===== config.mk =====
export PLATFORM = sky130hd
export DESIGN_NAME = hvcfg_regs
export DESIGN_NICKNAME = d
export VERILOG_FILES = /design/src/rtl/hvcfg_pkg.sv /design/src/rtl/hvcfg_link_shift.sv /design/src/rtl/hvcfg_regs.sv
export SDC_FILE = /design/constraint.sdc
export NUM_CORES = 1
export LEC_CHECK = 0
export ABC_AREA = 1
export BUFFER_PORTS_ARGS = -buffer_cell sky130_fd_sc_hd__buf_4
export CAP_MARGIN = 0
export CORE_ASPECT_RATIO = 1.75
export CORE_MARGIN = 2
export CORE_UTILIZATION = 44
export CTS_CLUSTER_DIAMETER = 30
export DETAILED_ROUTE_END_ITERATION = 10
export PLACE_DENSITY_LB_ADDON = 0.08
export SLEW_MARGIN = 10
export SYNTH_ARGS = -nofsm -noshare
export SYNTH_HDL_FRONTEND = slang
export SYNTH_HIERARCHICAL = 1
export SYNTH_SLANG_ARGS = --single-unit
export TNS_END_PERCENT = 10

===== constraint.sdc =====
create_clock -name i_clk -period 2.2 [get_ports i_clk]
set_input_delay 0.11 -clock i_clk [delete_from_list [all_inputs] [get_ports i_clk]]
set_output_delay 0.11 -clock i_clk [all_outputs]
set_load 0.05 [all_outputs]

===== src/rtl/hvcfg_pkg.sv =====
/*
 * Constants and types shared by the high-voltage die register bank and
 * its die model and port checker: register addresses, field positions, command codes,
 * reset values and interrupt bit positions.
 * Assumes a 32-bit byte address bus and a 40 MHz system clock.
 */
package hvcfg_pkg;

  // Register byte addresses
  localparam logic [31:0] ADDR_COMMAND  = 32'h4000_3004;
  localparam logic [31:0] ADDR_KEYHOLE  = 32'h4000_300C;
  localparam logic [31:0] ADDR_CONFIG   = 32'h4000_3010;
  localparam logic [31:0] ADDR_IRQ_STS  = 32'h4000_3020;
  localparam logic [31:0] ADDR_IRQ_MASK = 32'h4000_3024;

  // Keyhole data fields
  localparam int KEY_DATA_LSB = 0;
  localparam int KEY_COM_LSB  = 8;

  // Configuration shadow bit positions
  localparam int CFG_LIN_EN      = 0;
  localparam int CFG_SHORT_OFF   = 1;
  localparam int CFG_REENABLE    = 2;
  localparam int CFG_ATTEN_DIAG  = 3;
  localparam int CFG_LOWVOLT_EN  = 4;
  localparam logic [7:0] CFG_WRITABLE = 8'h1F;

  // Command register read bits
  localparam int CMD_BUSY_BIT     = 0;
  localparam int CMD_MIRROR_BUSY  = 3;

  // Link command codes
  localparam logic [3:0] CMD_READ_CONFIG  = 4'h0;
  localparam logic [3:0] CMD_READ_STATUS  = 4'h2;
  localparam logic [3:0] CMD_WRITE_CONFIG = 4'h8;

  // Reset values
  localparam logic [7:0] KEY_DATA_RST = 8'h00;
  localparam logic [3:0] KEY_COM_RST  = 4'h0;
  localparam logic [7:0] CFG_RST      = 8'h00;
  localparam logic [2:0] IRQ_RST      = 3'h0;

  // Interrupt status bit positions
  localparam int IRQ_XFER_DONE = 0;
  localparam int IRQ_HV_EVENT  = 1;
  localparam int IRQ_SHORT     = 2;

  // Mirror sequencer states, Gray coded along idle, write, readback
  typedef enum logic [1:0] {
    HVCFG_IDLE = 2'b00,
    HVCFG_WR   = 2'b01,
    HVCFG_RB   = 2'b11,
    HVCFG_KEY  = 2'b10
  } hvcfg_state_e;

  // One request toward the companion die
  typedef struct packed {
    logic [3:0] cmd;
    logic [7:0] data;
  } hvcfg_link_req_s;

endpackage


===== src/rtl/hvcfg_link_shift.sv =====
/*
 * Link shift register for the companion die interface.
 * Assumes the framing logic outside supplies the link clock, the frame
 * level and serial input; all three are asynchronous to i_clk and are
 * synchronised here before use.
 */
`timescale 1ns/10ps

module hvcfg_link_shift (
  input  wire logic       i_clk,
  input  wire logic       i_rst_b,
  input  wire logic       i_start,
  input  wire logic [7:0] i_tx_byte,
  input  wire logic       i_link_clk,
  input  wire logic       i_link_sdi,
  input  wire logic       i_link_frame,
  output logic      [7:0] o_shift,
  output logic            o_sdo,
  output logic            o_busy,
  output logic            o_done
);

  logic [2:0] sync1_reg;
  logic [2:0] sync2_reg;
  logic [1:0] prev_reg;
  logic [7:0] shift_reg;
  logic [7:0] shift_next;
  logic       busy_reg;
  logic       busy_next;
  wire        clk_s   = sync2_reg[0];
  wire        frame_s = sync2_reg[1];
  wire        sdi_s   = sync2_reg[2];
  wire        clk_rise  = clk_s & ~prev_reg[0] & frame_s;
  wire        frame_end = prev_reg[1] & ~frame_s;

  //////////////////////////////////////////////////////////////////////////////
  // Synchronisers; first stage feeds only the second

  always_ff @(posedge i_clk or negedge i_rst_b) begin
    if (!i_rst_b) begin
      sync1_reg <= 3'h0;
      sync2_reg <= 3'h0;
      prev_reg  <= 2'h0;
    end else begin
      sync1_reg <= {i_link_sdi, i_link_frame, i_link_clk};
      sync2_reg <= sync1_reg;
      prev_reg  <= sync2_reg[1:0];
    end
  end

  //////////////////////////////////////////////////////////////////////////////
  // Shifter: MSB out, sample in on each link clock rise inside a frame

  assign o_done     = frame_end & busy_reg;
  assign shift_next = i_start  ? i_tx_byte :
                      clk_rise ? {shift_reg[6:0], sdi_s} : shift_reg;
  assign busy_next  = i_start | (busy_reg & ~frame_end);

  always_ff @(posedge i_clk or negedge i_rst_b) begin
    if (!i_rst_b) begin
      shift_reg <= 8'h00;
      busy_reg  <= 1'b0;
    end else begin
      shift_reg <= shift_next;
      busy_reg  <= busy_next;
    end
  end

  assign o_shift = shift_reg;
  assign o_sdo   = shift_reg[7];
  assign o_busy  = busy_reg;

endmodule


===== src/rtl/hvcfg_regs.sv =====
/*
 * Low-voltage side register bank for the high-voltage companion die:
 * keyhole data register, command write port, shadowed configuration
 * register with mirror sequencer, LIN driver control and interrupts.
 * Assumes a single-cycle register port with read data one cycle later,
 * and outside framing logic that runs frames when o_link_start pulses.
 */
// How it works
// - The low byte of the keyhole data register holds the last byte exchanged with the die.
// - Bits 11 to 8 of the keyhole data register echo the last command code written.
// - The keyhole low byte follows the link shift register during every transfer.
// - An eight-bit configuration copy mirrors the die's bit layout and resets to zero.
// - Configuration bit 4 enables the low-voltage flag.
// - Configuration bit 3 switches on the attenuator diagnostic.
// - Writing one to configuration bit 2 re-enables the shorted driver and then self-clears.
// - With configuration bit 1 low a detected short shuts the LIN driver off.
// - With configuration bit 1 high the driver stays on but the short flag and interrupt still rise.
// - Configuration bit 0 enables the LIN transceiver.
// - A configuration write launches a remote write and then reloads the copy from a readback.
// - Command 0x08 writes the keyhole byte out; commands 0x00 and 0x02 read config and status back.
// - A high-voltage interrupt copies the status contents into the keyhole data register.
`timescale 1ns/10ps

module hvcfg_regs (
  input  wire logic        i_clk,
  input  wire logic        i_rst_b,
  input  wire logic [31:0] i_addr,
  input  wire logic [31:0] i_wdata,
  input  wire logic        i_wr,
  input  wire logic        i_rd,
  output logic      [31:0] o_rdata,
  input  wire logic        i_link_clk,
  input  wire logic        i_link_sdi,
  input  wire logic        i_link_frame,
  input  wire logic        i_hv_irq,
  input  wire logic        i_short_detect,
  input  wire logic [7:0]  i_hv_status,
  output logic             o_link_start,
  output logic      [3:0]  o_link_cmd,
  output logic             o_link_sdo,
  output logic             o_lin_xcvr_en,
  output logic             o_short_protect_off,
  output logic             o_driver_reenable,
  output logic             o_attenuator_diag_enable,
  output logic             o_lowvolt_flag_enable,
  output logic             o_irq
);

  //////////////////////////////////////////////////////////////////////////////
  // Declarations

  hvcfg_pkg::hvcfg_state_e    state_reg;
  hvcfg_pkg::hvcfg_state_e    state_next;
  hvcfg_pkg::hvcfg_link_req_s req;
  logic [7:0]  key_data_reg;
  logic [7:0]  key_data_next;
  logic [3:0]  key_com_reg;
  logic [3:0]  key_com_next;
  logic [7:0]  cfg_reg;
  logic [7:0]  cfg_next;
  logic        pend_reg;
  logic        pend_next;
  logic [3:0]  cmd_out_reg;
  logic        drv_off_reg;
  logic        drv_off_next;
  logic        lin_en_reg;
  logic        reenable_reg;
  logic [1:0]  pin_sync1_reg;
  logic [1:0]  pin_sync2_reg;
  logic [1:0]  pin_prev_reg;
  logic [2:0]  irq_sts_reg;
  logic [2:0]  irq_sts_next;
  logic [2:0]  irq_mask_reg;
  logic [31:0] rdata_reg;
  logic [31:0] rdata_next;
  logic [7:0]  shift;
  logic        link_busy;
  logic        link_done;

  //////////////////////////////////////////////////////////////////////////////
  // Register decode

  wire wr_cmd  = i_wr & (i_addr == hvcfg_pkg::ADDR_COMMAND);
  wire wr_key  = i_wr & (i_addr == hvcfg_pkg::ADDR_KEYHOLE);
  wire wr_cfg  = i_wr & (i_addr == hvcfg_pkg::ADDR_CONFIG);
  wire wr_ists = i_wr & (i_addr == hvcfg_pkg::ADDR_IRQ_STS);
  wire wr_imsk = i_wr & (i_addr == hvcfg_pkg::ADDR_IRQ_MASK);

  //////////////////////////////////////////////////////////////////////////////
  // Pin synchronisers for the die interrupt and short detect

  wire hv_irq_s    = pin_sync2_reg[0];
  wire short_s     = pin_sync2_reg[1];
  wire hv_irq_rise = hv_irq_s & ~pin_prev_reg[0];
  wire short_rise  = short_s & ~pin_prev_reg[1];

  always_ff @(posedge i_clk or negedge i_rst_b) begin
    if (!i_rst_b) begin
      pin_sync1_reg <= 2'h0;
      pin_sync2_reg <= 2'h0;
      pin_prev_reg  <= 2'h0;
    end else begin
      pin_sync1_reg <= {i_short_detect, i_hv_irq};
      pin_sync2_reg <= pin_sync1_reg;
      pin_prev_reg  <= pin_sync2_reg;
    end
  end

  //////////////////////////////////////////////////////////////////////////////
  // Mirror sequencer and link launch

  wire idle      = (state_reg == hvcfg_pkg::HVCFG_IDLE);
  // Pending mirror writes win over keyhole commands; a command issued
  // while anything is in flight is dropped, as software must poll busy
  wire start_cfg = idle & pend_reg;
  wire start_key = idle & wr_cmd & ~pend_reg;
  wire start_rb  = (state_reg == hvcfg_pkg::HVCFG_WR) & link_done;
  wire mir_busy  = pend_reg | (state_reg == hvcfg_pkg::HVCFG_WR)
                 | (state_reg == hvcfg_pkg::HVCFG_RB);
  wire rb_cfg    = link_done & ((state_reg == hvcfg_pkg::HVCFG_RB)
                 | ((state_reg == hvcfg_pkg::HVCFG_KEY)
                 & (key_com_reg == hvcfg_pkg::CMD_READ_CONFIG)));

  assign req.cmd  = start_cfg ? hvcfg_pkg::CMD_WRITE_CONFIG :
                    start_rb  ? hvcfg_pkg::CMD_READ_CONFIG  : i_wdata[3:0];
  assign req.data = start_cfg ? cfg_reg : key_data_reg;

  always_comb begin
    state_next = state_reg;
    case (state_reg)
      hvcfg_pkg::HVCFG_IDLE: begin
        if (start_cfg) begin
          state_next = hvcfg_pkg::HVCFG_WR;
        end else if (start_key) begin
          state_next = hvcfg_pkg::HVCFG_KEY;
        end
      end
      hvcfg_pkg::HVCFG_WR: begin
        if (link_done) begin
          state_next = hvcfg_pkg::HVCFG_RB;
        end
      end
      hvcfg_pkg::HVCFG_RB,
      hvcfg_pkg::HVCFG_KEY: begin
        if (link_done) begin
          state_next = hvcfg_pkg::HVCFG_IDLE;
        end
      end
      default: begin
        state_next = hvcfg_pkg::HVCFG_IDLE;
      end
    endcase
  end

  // A write arriving while a mirror cycle runs is kept pending, but the readback overwrites the copy and that value is sent next
  assign pend_next = wr_cfg | (pend_reg & ~start_cfg);

  hvcfg_link_shift u_shift (
    .i_clk        (i_clk),
    .i_rst_b      (i_rst_b),
    .i_start      (o_link_start),
    .i_tx_byte    (req.data),
    .i_link_clk   (i_link_clk),
    .i_link_sdi   (i_link_sdi),
    .i_link_frame (i_link_frame),
    .o_shift      (shift),
    .o_sdo        (o_link_sdo),
    .o_busy       (link_busy),
    .o_done       (link_done)
  );

  assign o_link_start = start_cfg | start_key | start_rb;

  //////////////////////////////////////////////////////////////////////////////
  // Keyhole data register

  assign key_data_next = hv_irq_rise ? i_hv_status :
                         wr_key      ? i_wdata[7:0] :
                         (link_busy | link_done) ? shift : key_data_reg;
  assign key_com_next  = wr_cmd ? i_wdata[3:0] : key_com_reg;

  //////////////////////////////////////////////////////////////////////////////
  // Configuration shadow and LIN control

  // A readback never restores the self-clearing re-enable bit
  assign cfg_next =
    wr_cfg ? (i_wdata[7:0] & hvcfg_pkg::CFG_WRITABLE) :
    rb_cfg ? (shift & hvcfg_pkg::CFG_WRITABLE & ~(8'h01 << hvcfg_pkg::CFG_REENABLE)) :
    (cfg_reg & ~(8'h01 << hvcfg_pkg::CFG_REENABLE));

  assign drv_off_next = cfg_reg[hvcfg_pkg::CFG_REENABLE] ? 1'b0 :
                        (short_s & ~cfg_reg[hvcfg_pkg::CFG_SHORT_OFF]) | drv_off_reg;

  //////////////////////////////////////////////////////////////////////////////
  // Interrupts: set wins over a write-one clear

  assign irq_sts_next =
    (irq_sts_reg & ~(wr_ists ? i_wdata[2:0] : 3'h0))
    | ({2'h0, link_done} << hvcfg_pkg::IRQ_XFER_DONE)
    | ({2'h0, hv_irq_rise} << hvcfg_pkg::IRQ_HV_EVENT)
    | ({2'h0, short_rise} << hvcfg_pkg::IRQ_SHORT);

  //////////////////////////////////////////////////////////////////////////////
  // Read path

  always_comb begin
    rdata_next = 32'h0000_0000;
    if (i_rd) begin
      case (i_addr)
        hvcfg_pkg::ADDR_COMMAND: begin
          rdata_next[hvcfg_pkg::CMD_BUSY_BIT]    = link_busy;
          rdata_next[hvcfg_pkg::CMD_MIRROR_BUSY] = mir_busy;
        end
        hvcfg_pkg::ADDR_KEYHOLE: begin
          rdata_next[hvcfg_pkg::KEY_DATA_LSB +: 8] = key_data_reg;
          rdata_next[hvcfg_pkg::KEY_COM_LSB +: 4]  = key_com_reg;
        end
        hvcfg_pkg::ADDR_CONFIG: begin
          rdata_next[7:0] = cfg_reg;
        end
        hvcfg_pkg::ADDR_IRQ_STS: begin
          rdata_next[2:0] = irq_sts_reg;
        end
        hvcfg_pkg::ADDR_IRQ_MASK: begin
          rdata_next[2:0] = irq_mask_reg;
        end
        default: begin
          rdata_next = 32'h0000_0000;
        end
      endcase
    end
  end

  //////////////////////////////////////////////////////////////////////////////
  // State registers

  always_ff @(posedge i_clk or negedge i_rst_b) begin
    if (!i_rst_b) begin
      state_reg    <= hvcfg_pkg::HVCFG_IDLE;
      pend_reg     <= 1'b0;
      cmd_out_reg  <= hvcfg_pkg::KEY_COM_RST;
      key_data_reg <= hvcfg_pkg::KEY_DATA_RST;
      key_com_reg  <= hvcfg_pkg::KEY_COM_RST;
      cfg_reg      <= hvcfg_pkg::CFG_RST;
      drv_off_reg  <= 1'b0;
      lin_en_reg   <= 1'b0;
      reenable_reg <= 1'b0;
      irq_sts_reg  <= hvcfg_pkg::IRQ_RST;
      irq_mask_reg <= hvcfg_pkg::IRQ_RST;
      rdata_reg    <= 32'h0000_0000;
    end else begin
      state_reg    <= state_next;
      pend_reg     <= pend_next;
      cmd_out_reg  <= o_link_start ? req.cmd : cmd_out_reg;
      key_data_reg <= key_data_next;
      key_com_reg  <= key_com_next;
      cfg_reg      <= cfg_next;
      drv_off_reg  <= drv_off_next;
      lin_en_reg   <= cfg_reg[hvcfg_pkg::CFG_LIN_EN] & ~drv_off_next;
      reenable_reg <= cfg_reg[hvcfg_pkg::CFG_REENABLE];
      irq_sts_reg  <= irq_sts_next;
      irq_mask_reg <= wr_imsk ? i_wdata[2:0] : irq_mask_reg;
      rdata_reg    <= rdata_next;
    end
  end

  //////////////////////////////////////////////////////////////////////////////
  // Outputs

  assign o_rdata                  = rdata_reg;
  assign o_link_cmd               = cmd_out_reg;
  assign o_lin_xcvr_en            = lin_en_reg;
  assign o_short_protect_off      = cfg_reg[hvcfg_pkg::CFG_SHORT_OFF];
  assign o_driver_reenable        = reenable_reg;
  assign o_attenuator_diag_enable = cfg_reg[hvcfg_pkg::CFG_ATTEN_DIAG];
  assign o_lowvolt_flag_enable    = cfg_reg[hvcfg_pkg::CFG_LOWVOLT_EN];
  assign o_irq                    = |(irq_sts_reg & irq_mask_reg);

endmodule


Word level (Yosys, flattened, before mapping)
Cells that the tools add are included.
{ "word_totals": {"regBits": 71, "out_inout_bits": 44, "wordCells": 108} }
{ "classes": {"n_eq_ne": 11, "mux": 23, "bitwise_logic": 45, "n_reduce_logical": 8} }
{ "op_table": {"columns": ["cell", "n"], "rows": [
  ["$eq A32 B31 Y1 const B", 5],
  ["$mux W8", 8],
  ["$and A1 B1 Y1", 21],
  ["$mux W12", 1],
  ["$mux W4", 3],
  ["$not A1 Y1", 9],
  ["$or A1 B1 Y1", 9],
  ["$mux W2", 4],
  ["$pmux W2 S4", 1],
  ["$pmux W4 S2", 1],
  ["$and A3 B3 Y3", 2],
  ["$pmux W2 S3", 1],
  ["$pmux W1 S5", 1],
  ["$eq A2 B2 Y1 const B", 2],
  ["$logic_not A4 Y1", 1],
  ["$ne A2 B2 Y1 const B", 2],
  ["$reduce_bool A2 Y1", 2],
  ["$mux W3", 1],
  ["$ne A3 B1 Y1 const B", 1],
  ["$not A3 Y3", 1],
  ["$or A3 B1 Y3", 1],
  ["$or A3 B2 Y3", 1],
  ["$or A3 B3 Y3", 1],
  ["$pmux W1 S3", 1],
  ["other kinds (7)", 7]
]} }

Depth between registers and ports, before layout
{ "logic_depth": {"depth_word": 8, "ltp_mapped": 17} }

Cells and area by module
Netlist, hierarchy kept.
{ "by_module_without_submodules": {"columns": ["module", "n_inst", "cells_per_inst", "area_each_um2"], "rows": [
  ["hvcfg_regs", 1, 403, 2980.4],
  ["hvcfg_link_shift", 1, 76, 708.2]
]} }

Worst setup path before layout
OpenSTA, ideal clock, no wires.
{ "synth_timing": {"path_type": "register -> register", "from": "reg state_reg[0]", "to": "reg u_shift.shift_reg[0] (netlist: u_shift/o_shift[0])", "setup_time_ns": 0.117, "arrival_time_ns": 2.126, "setup_slack_ns": -0.043, "stages_incl_launch_ff": 15, "path_cell_list": "dfrtp_1 nor2_4 inv_1 nor2_4 inv_1 nand2_1 inv_1 nand2_1 buf_6 inv_8 buf_8 nand2_2 nand2_1 nand2_1 nand2_1"} }
{ "synth_between": {"elab_chain_len": 6, "word_cells_on_any_way": 11} }
{ "synth_rtl": {"columns": ["item", "line_no", "text"], "rows": [
  ["start: declaration", "hvcfg_regs.sv:52", "hvcfg_pkg::hvcfg_state_e state_reg;"],
  ["start signal: assignment", "hvcfg_regs.sv:239", "state_reg <= hvcfg_pkg::HVCFG_IDLE;"],
  ["start signal: assignment", "hvcfg_regs.sv:252", "state_reg <= state_next;"],
  ["$logic_not A2 Y1", "hvcfg_regs.sv:112", "wire idle = (state_reg == hvcfg_pkg::HVCFG_IDLE);"],
  ["$and A1 B1 Y1 (2 in a row)", "hvcfg_regs.sv:116", "wire start_key = idle & wr_cmd & ~pend_reg;"],
  ["$or A1 B1 Y1", "hvcfg_regs.sv:172", "assign o_link_start = start_cfg | start_key | start_rb;"],
  ["$or A1 B1 Y1 (*)", "hvcfg_regs.sv:172", null],
  ["net o_link_start", "hvcfg_regs.sv:38", "output logic o_link_start,"],
  ["$mux W8 or $reduce_bool A2 Y1 (tied branches)", null, null],
  ["end signal: assignment", "hvcfg_link_shift.sv:64", "shift_reg <= shift_next;"],
  ["end: declaration", "hvcfg_link_shift.sv:26", "logic [7:0] shift_reg;"]
]} }
The timed path passes the listed nets; every way through them passes the cells marked *.
A chain may end at the register's enable or synchronous reset.

Final worst setup path
{ "layout_timing": {"from": "reg state_reg[0]", "to": "out o_link_start"} }
{ "layout_between": {"elab_chain_len": 5, "word_cells_on_any_way": 8} }
{ "layout_rtl": {"columns": ["item", "line_no"], "rows": [
  ["$logic_not A2 Y1", "hvcfg_regs.sv:112"],
  ["$and A1 B1 Y1 (2 in a row)", "hvcfg_regs.sv:116"],
  ["$or A1 B1 Y1", "hvcfg_regs.sv:172"],
  ["$or A1 B1 Y1 (*)", "hvcfg_regs.sv:172"],
  ["end: declaration", "hvcfg_regs.sv:38"]
]} }
Mark *: on every way between the ends. The rest lies on a longest branch, timed or not.

==> impl_metrics.toml <==
[run_status]
outcome = "finished, final reports clean"

[synth]
syn_avg_cell_area_sq_um = 7.70
yosys_warnings = 6
yosys.area_share.simple = 0.370
synthAdderAreaFrac = 0
netlist_instances = 479
synthXorXnorAreaFrac = 0
synthMuxAreaShare = 0
synth_compound_area_frac = 0.0556
synthDistinctLibCells = 37
synth-seq-cells = 68
synth_top_family_by_area = "simple AND/OR/NAND/NOR gates"
seq_area_frac_synth = 0.461
syn_area_sq_um = 3690

[layout]
drive_gt1_frac = 0.231
fill_cells = 779
final_common_cell = "nand2_1"
post-route-cell-area_sq_um = 4690
area_growth_pct = 27.1
largest_reg_flops = 12
antennaDiodeCount = 0
final_cell_mix = "139 x nand2_1, 86 x buf_4, 68 x dfrtp_1"
nets = 655

[placement]
port-buffer-count = 80
place_area_sq_um = 4320
dp_slack_ps = 351
globalplace.congestion = 0.901
place_hpwl_mm = 6.98

[timing]
final.min_clock_period_ps = 2040
setup_ws_ps = 164
rsz0062_at_grt = "no"
maxSlewViolCount = 0
timing.final.crit_share = 0.925
worst_pin_slew_ps = 873
finalSetupViolations = 0
hold_violations = 0
fin_setup_tns_ps = 0
relSlewSlack = 0.418
fmax_mhz = 491
skew_ps = 6.40

[power_and_ir_drop]
power.density_nw_per_um2 = 778
ir_drop_v = 0.000664
p_leak_nw = 2.50

[cts]
cts_resized = 0
cts.sinks = 68
cts_inserted_buffers = 9
root_buffer = "clkbuf_16"
clkTransAtPathRegs_ps = 60
cts_buffer_depth = 2
clk_latency_ps = 330
cts_setup_buffers = 0
cts_tree = "built"
htreeDepth = 3

[worst_setup_path]
cp-start-kind = "register"
crit_path_max_incr_delay_ps = 450
critPathRequiredTime_ps = 2090
endpoint_kind = "primary output"
crit_fanout = 10
cp.arrival_ps = 1930
crit_chain = "nor2_4 > inv_1 > nor2_4 > inv_1 > nand2_1 > inv_1 > nand2_2 > buf_4"
cp_slowest_cell = "dfrtp_1"
cpMostUsedCell = "inv_1"
path_class = "register to primary output"

[grt]
overflow = 0
grt_pass1_wl_mm = 14.4
first_global_vias = 3159
antenna_found_initial = 0
grt_usage = 0.204
grt_max_degree = 69

[die]
start_util = 0.450
die_h_um = 125
die-area_sq_um = 9160
core_sq_um = 8200
row_count = 44
die_w_um = 73.2
io_pins = 125

[drt]
routed_wl_mm = 8.97
drt_iter0_drc = 200
drtPass1Iterations = 4
dr_total_vias = 3252
vias_per_cell = 4.85
drc = 0
wl_per_cell_um = 13.4
drtAntennaViolNets = 0

[job]
cap_violations = 0

[min_path]
holdCritPathClass = "input pin to register"
[worst paths after layout]
path                                                startpoint                             end  slack (ps)  cells past startpoint
worst max-delay path                  state_reg[0]$_DFFE_PN0P_                    o_link_start         160                      8
worst min-delay path                                i_wdata[4]          cfg_reg[4]$_DFFE_PN0P_          30                      3
worst max register to register        state_reg[0]$_DFFE_PN0P_  u_shift/o_shift[2]$_DFFE_PN0P_         410                     12
worst min register to register  u_shift/sync1_reg[1]$_DFF_PN0_  u_shift/sync2_reg[1]$_DFF_PN0_         350                      0
max in group asynchronous                              i_rst_b            o_rdata[3]$_DFF_PN0_        1180                      2
min in group asynchronous                              i_rst_b        irq_sts_reg[2]$_DFF_PN0_         420                      2
[worst max-delay path, delay by kind of cell (launching register included)]
| kind | cells | cell delay, ps |
|---|---|---|
| and+or+nand+nor | 4 | 640 |
| buffers and inverters | 4 | 500 |
| DFF | 1 | 450 |
[kinds of logic after synthesis]
logic type,count (synthesis)
simple gates,292
buf+inv,81
flops,68
compound gates,37
other cells,1
[area by class of cell]
type                    instances  area [sq um]  area share
clock buffers                   9           225      0.0481
clock inverters                 7          81.3      0.0174
inverters                      54           211      0.0451
multi-input cells             349          1650       0.351
flip-flops and latches         68          1700       0.363
well taps                      92           115      0.0246
repair buffers                 92           706       0.151
[routing by layer]
metal	vias to the layer above	wire length, um	global-route usage
met5	-	0	0
met4	0	306	0.100
met3	17	378	0.0363
met2	75	4820	0.357
met1	1500	3470	0.229
li1	1660	-	-
[where the power goes]
part / internal (mW) / total (mW) / switching [mW]
combinational: 0.256 / 0.697 / 0.441
sequential: 1.39 / 1.50 / 0.112
clock: 0.894 / 1.45 / 0.557
[synthesized netlist by cell type]
library cell | instances | area share
nand3_2 | 2 | 0.0054
nor3_4 | 1 | 0.0044
nor2_1 | 58 | 0.059
buf_2 | 3 | 0.0041
nand3b_4 | 2 | 0.011
nor2_8 | 1 | 0.0054
conb_1 | 1 | 0.0010
nand2_1 | 140 | 0.14
buf_8 | 1 | 0.0041
dfrtp_1 | 68 | 0.46
o21a_1 | 1 | 0.0020
nor2_4 | 5 | 0.015
nor2_2 | 4 | 0.0068
inv_1 | 49 | 0.050
nor3_1 | 7 | 0.0095
nand2_2 | 4 | 0.0068
o21ai_2 | 1 | 0.0024
or2_4 | 1 | 0.0024
o21ai_0 | 15 | 0.020
nand3_1 | 61 | 0.083
inv_2 | 2 | 0.0020
o22ai_1 | 2 | 0.0034
nand2_4 | 3 | 0.0092
nor3_2 | 1 | 0.0027
clkinv_2 | 1 | 0.0014
o211ai_1 | 2 | 0.0041
nor3b_1 | 1 | 0.0020
a21oi_1 | 10 | 0.014
buf_4 | 21 | 0.043
o21ai_1 | 4 | 0.0054
clkbuf_1 | 1 | 0.0010
nand3_4 | 1 | 0.0047
o21bai_1 | 1 | 0.0020
a21oi_2 | 1 | 0.0024
inv_8 | 1 | 0.0031
buf_6 | 1 | 0.0031
clkinv_1 | 1 | 0.0010
[what timing repair did]
| action | CTS | global route |
|---|---|---|
| hold buffers | 6 | 0 |
| hold endpoints to repair | 73 | 0 |
| endpoints found under the setup margin | 0 | 0 |
[per-stage QoR]
step	cells	total power [mW]	util	hold WS [ps]
3_3_place_gp	649	2.20	0.527	219
2_1_floorplan	498	2.00	-	-186
5_1_grt	671	3.84	0.571	34.5
6_report	671	3.65	0.571	28.8
3_5_place_dp	649	2.21	0.527	220
4_1_cts	671	3.69	0.571	18.7
Power figures use the tool's default switching activity.
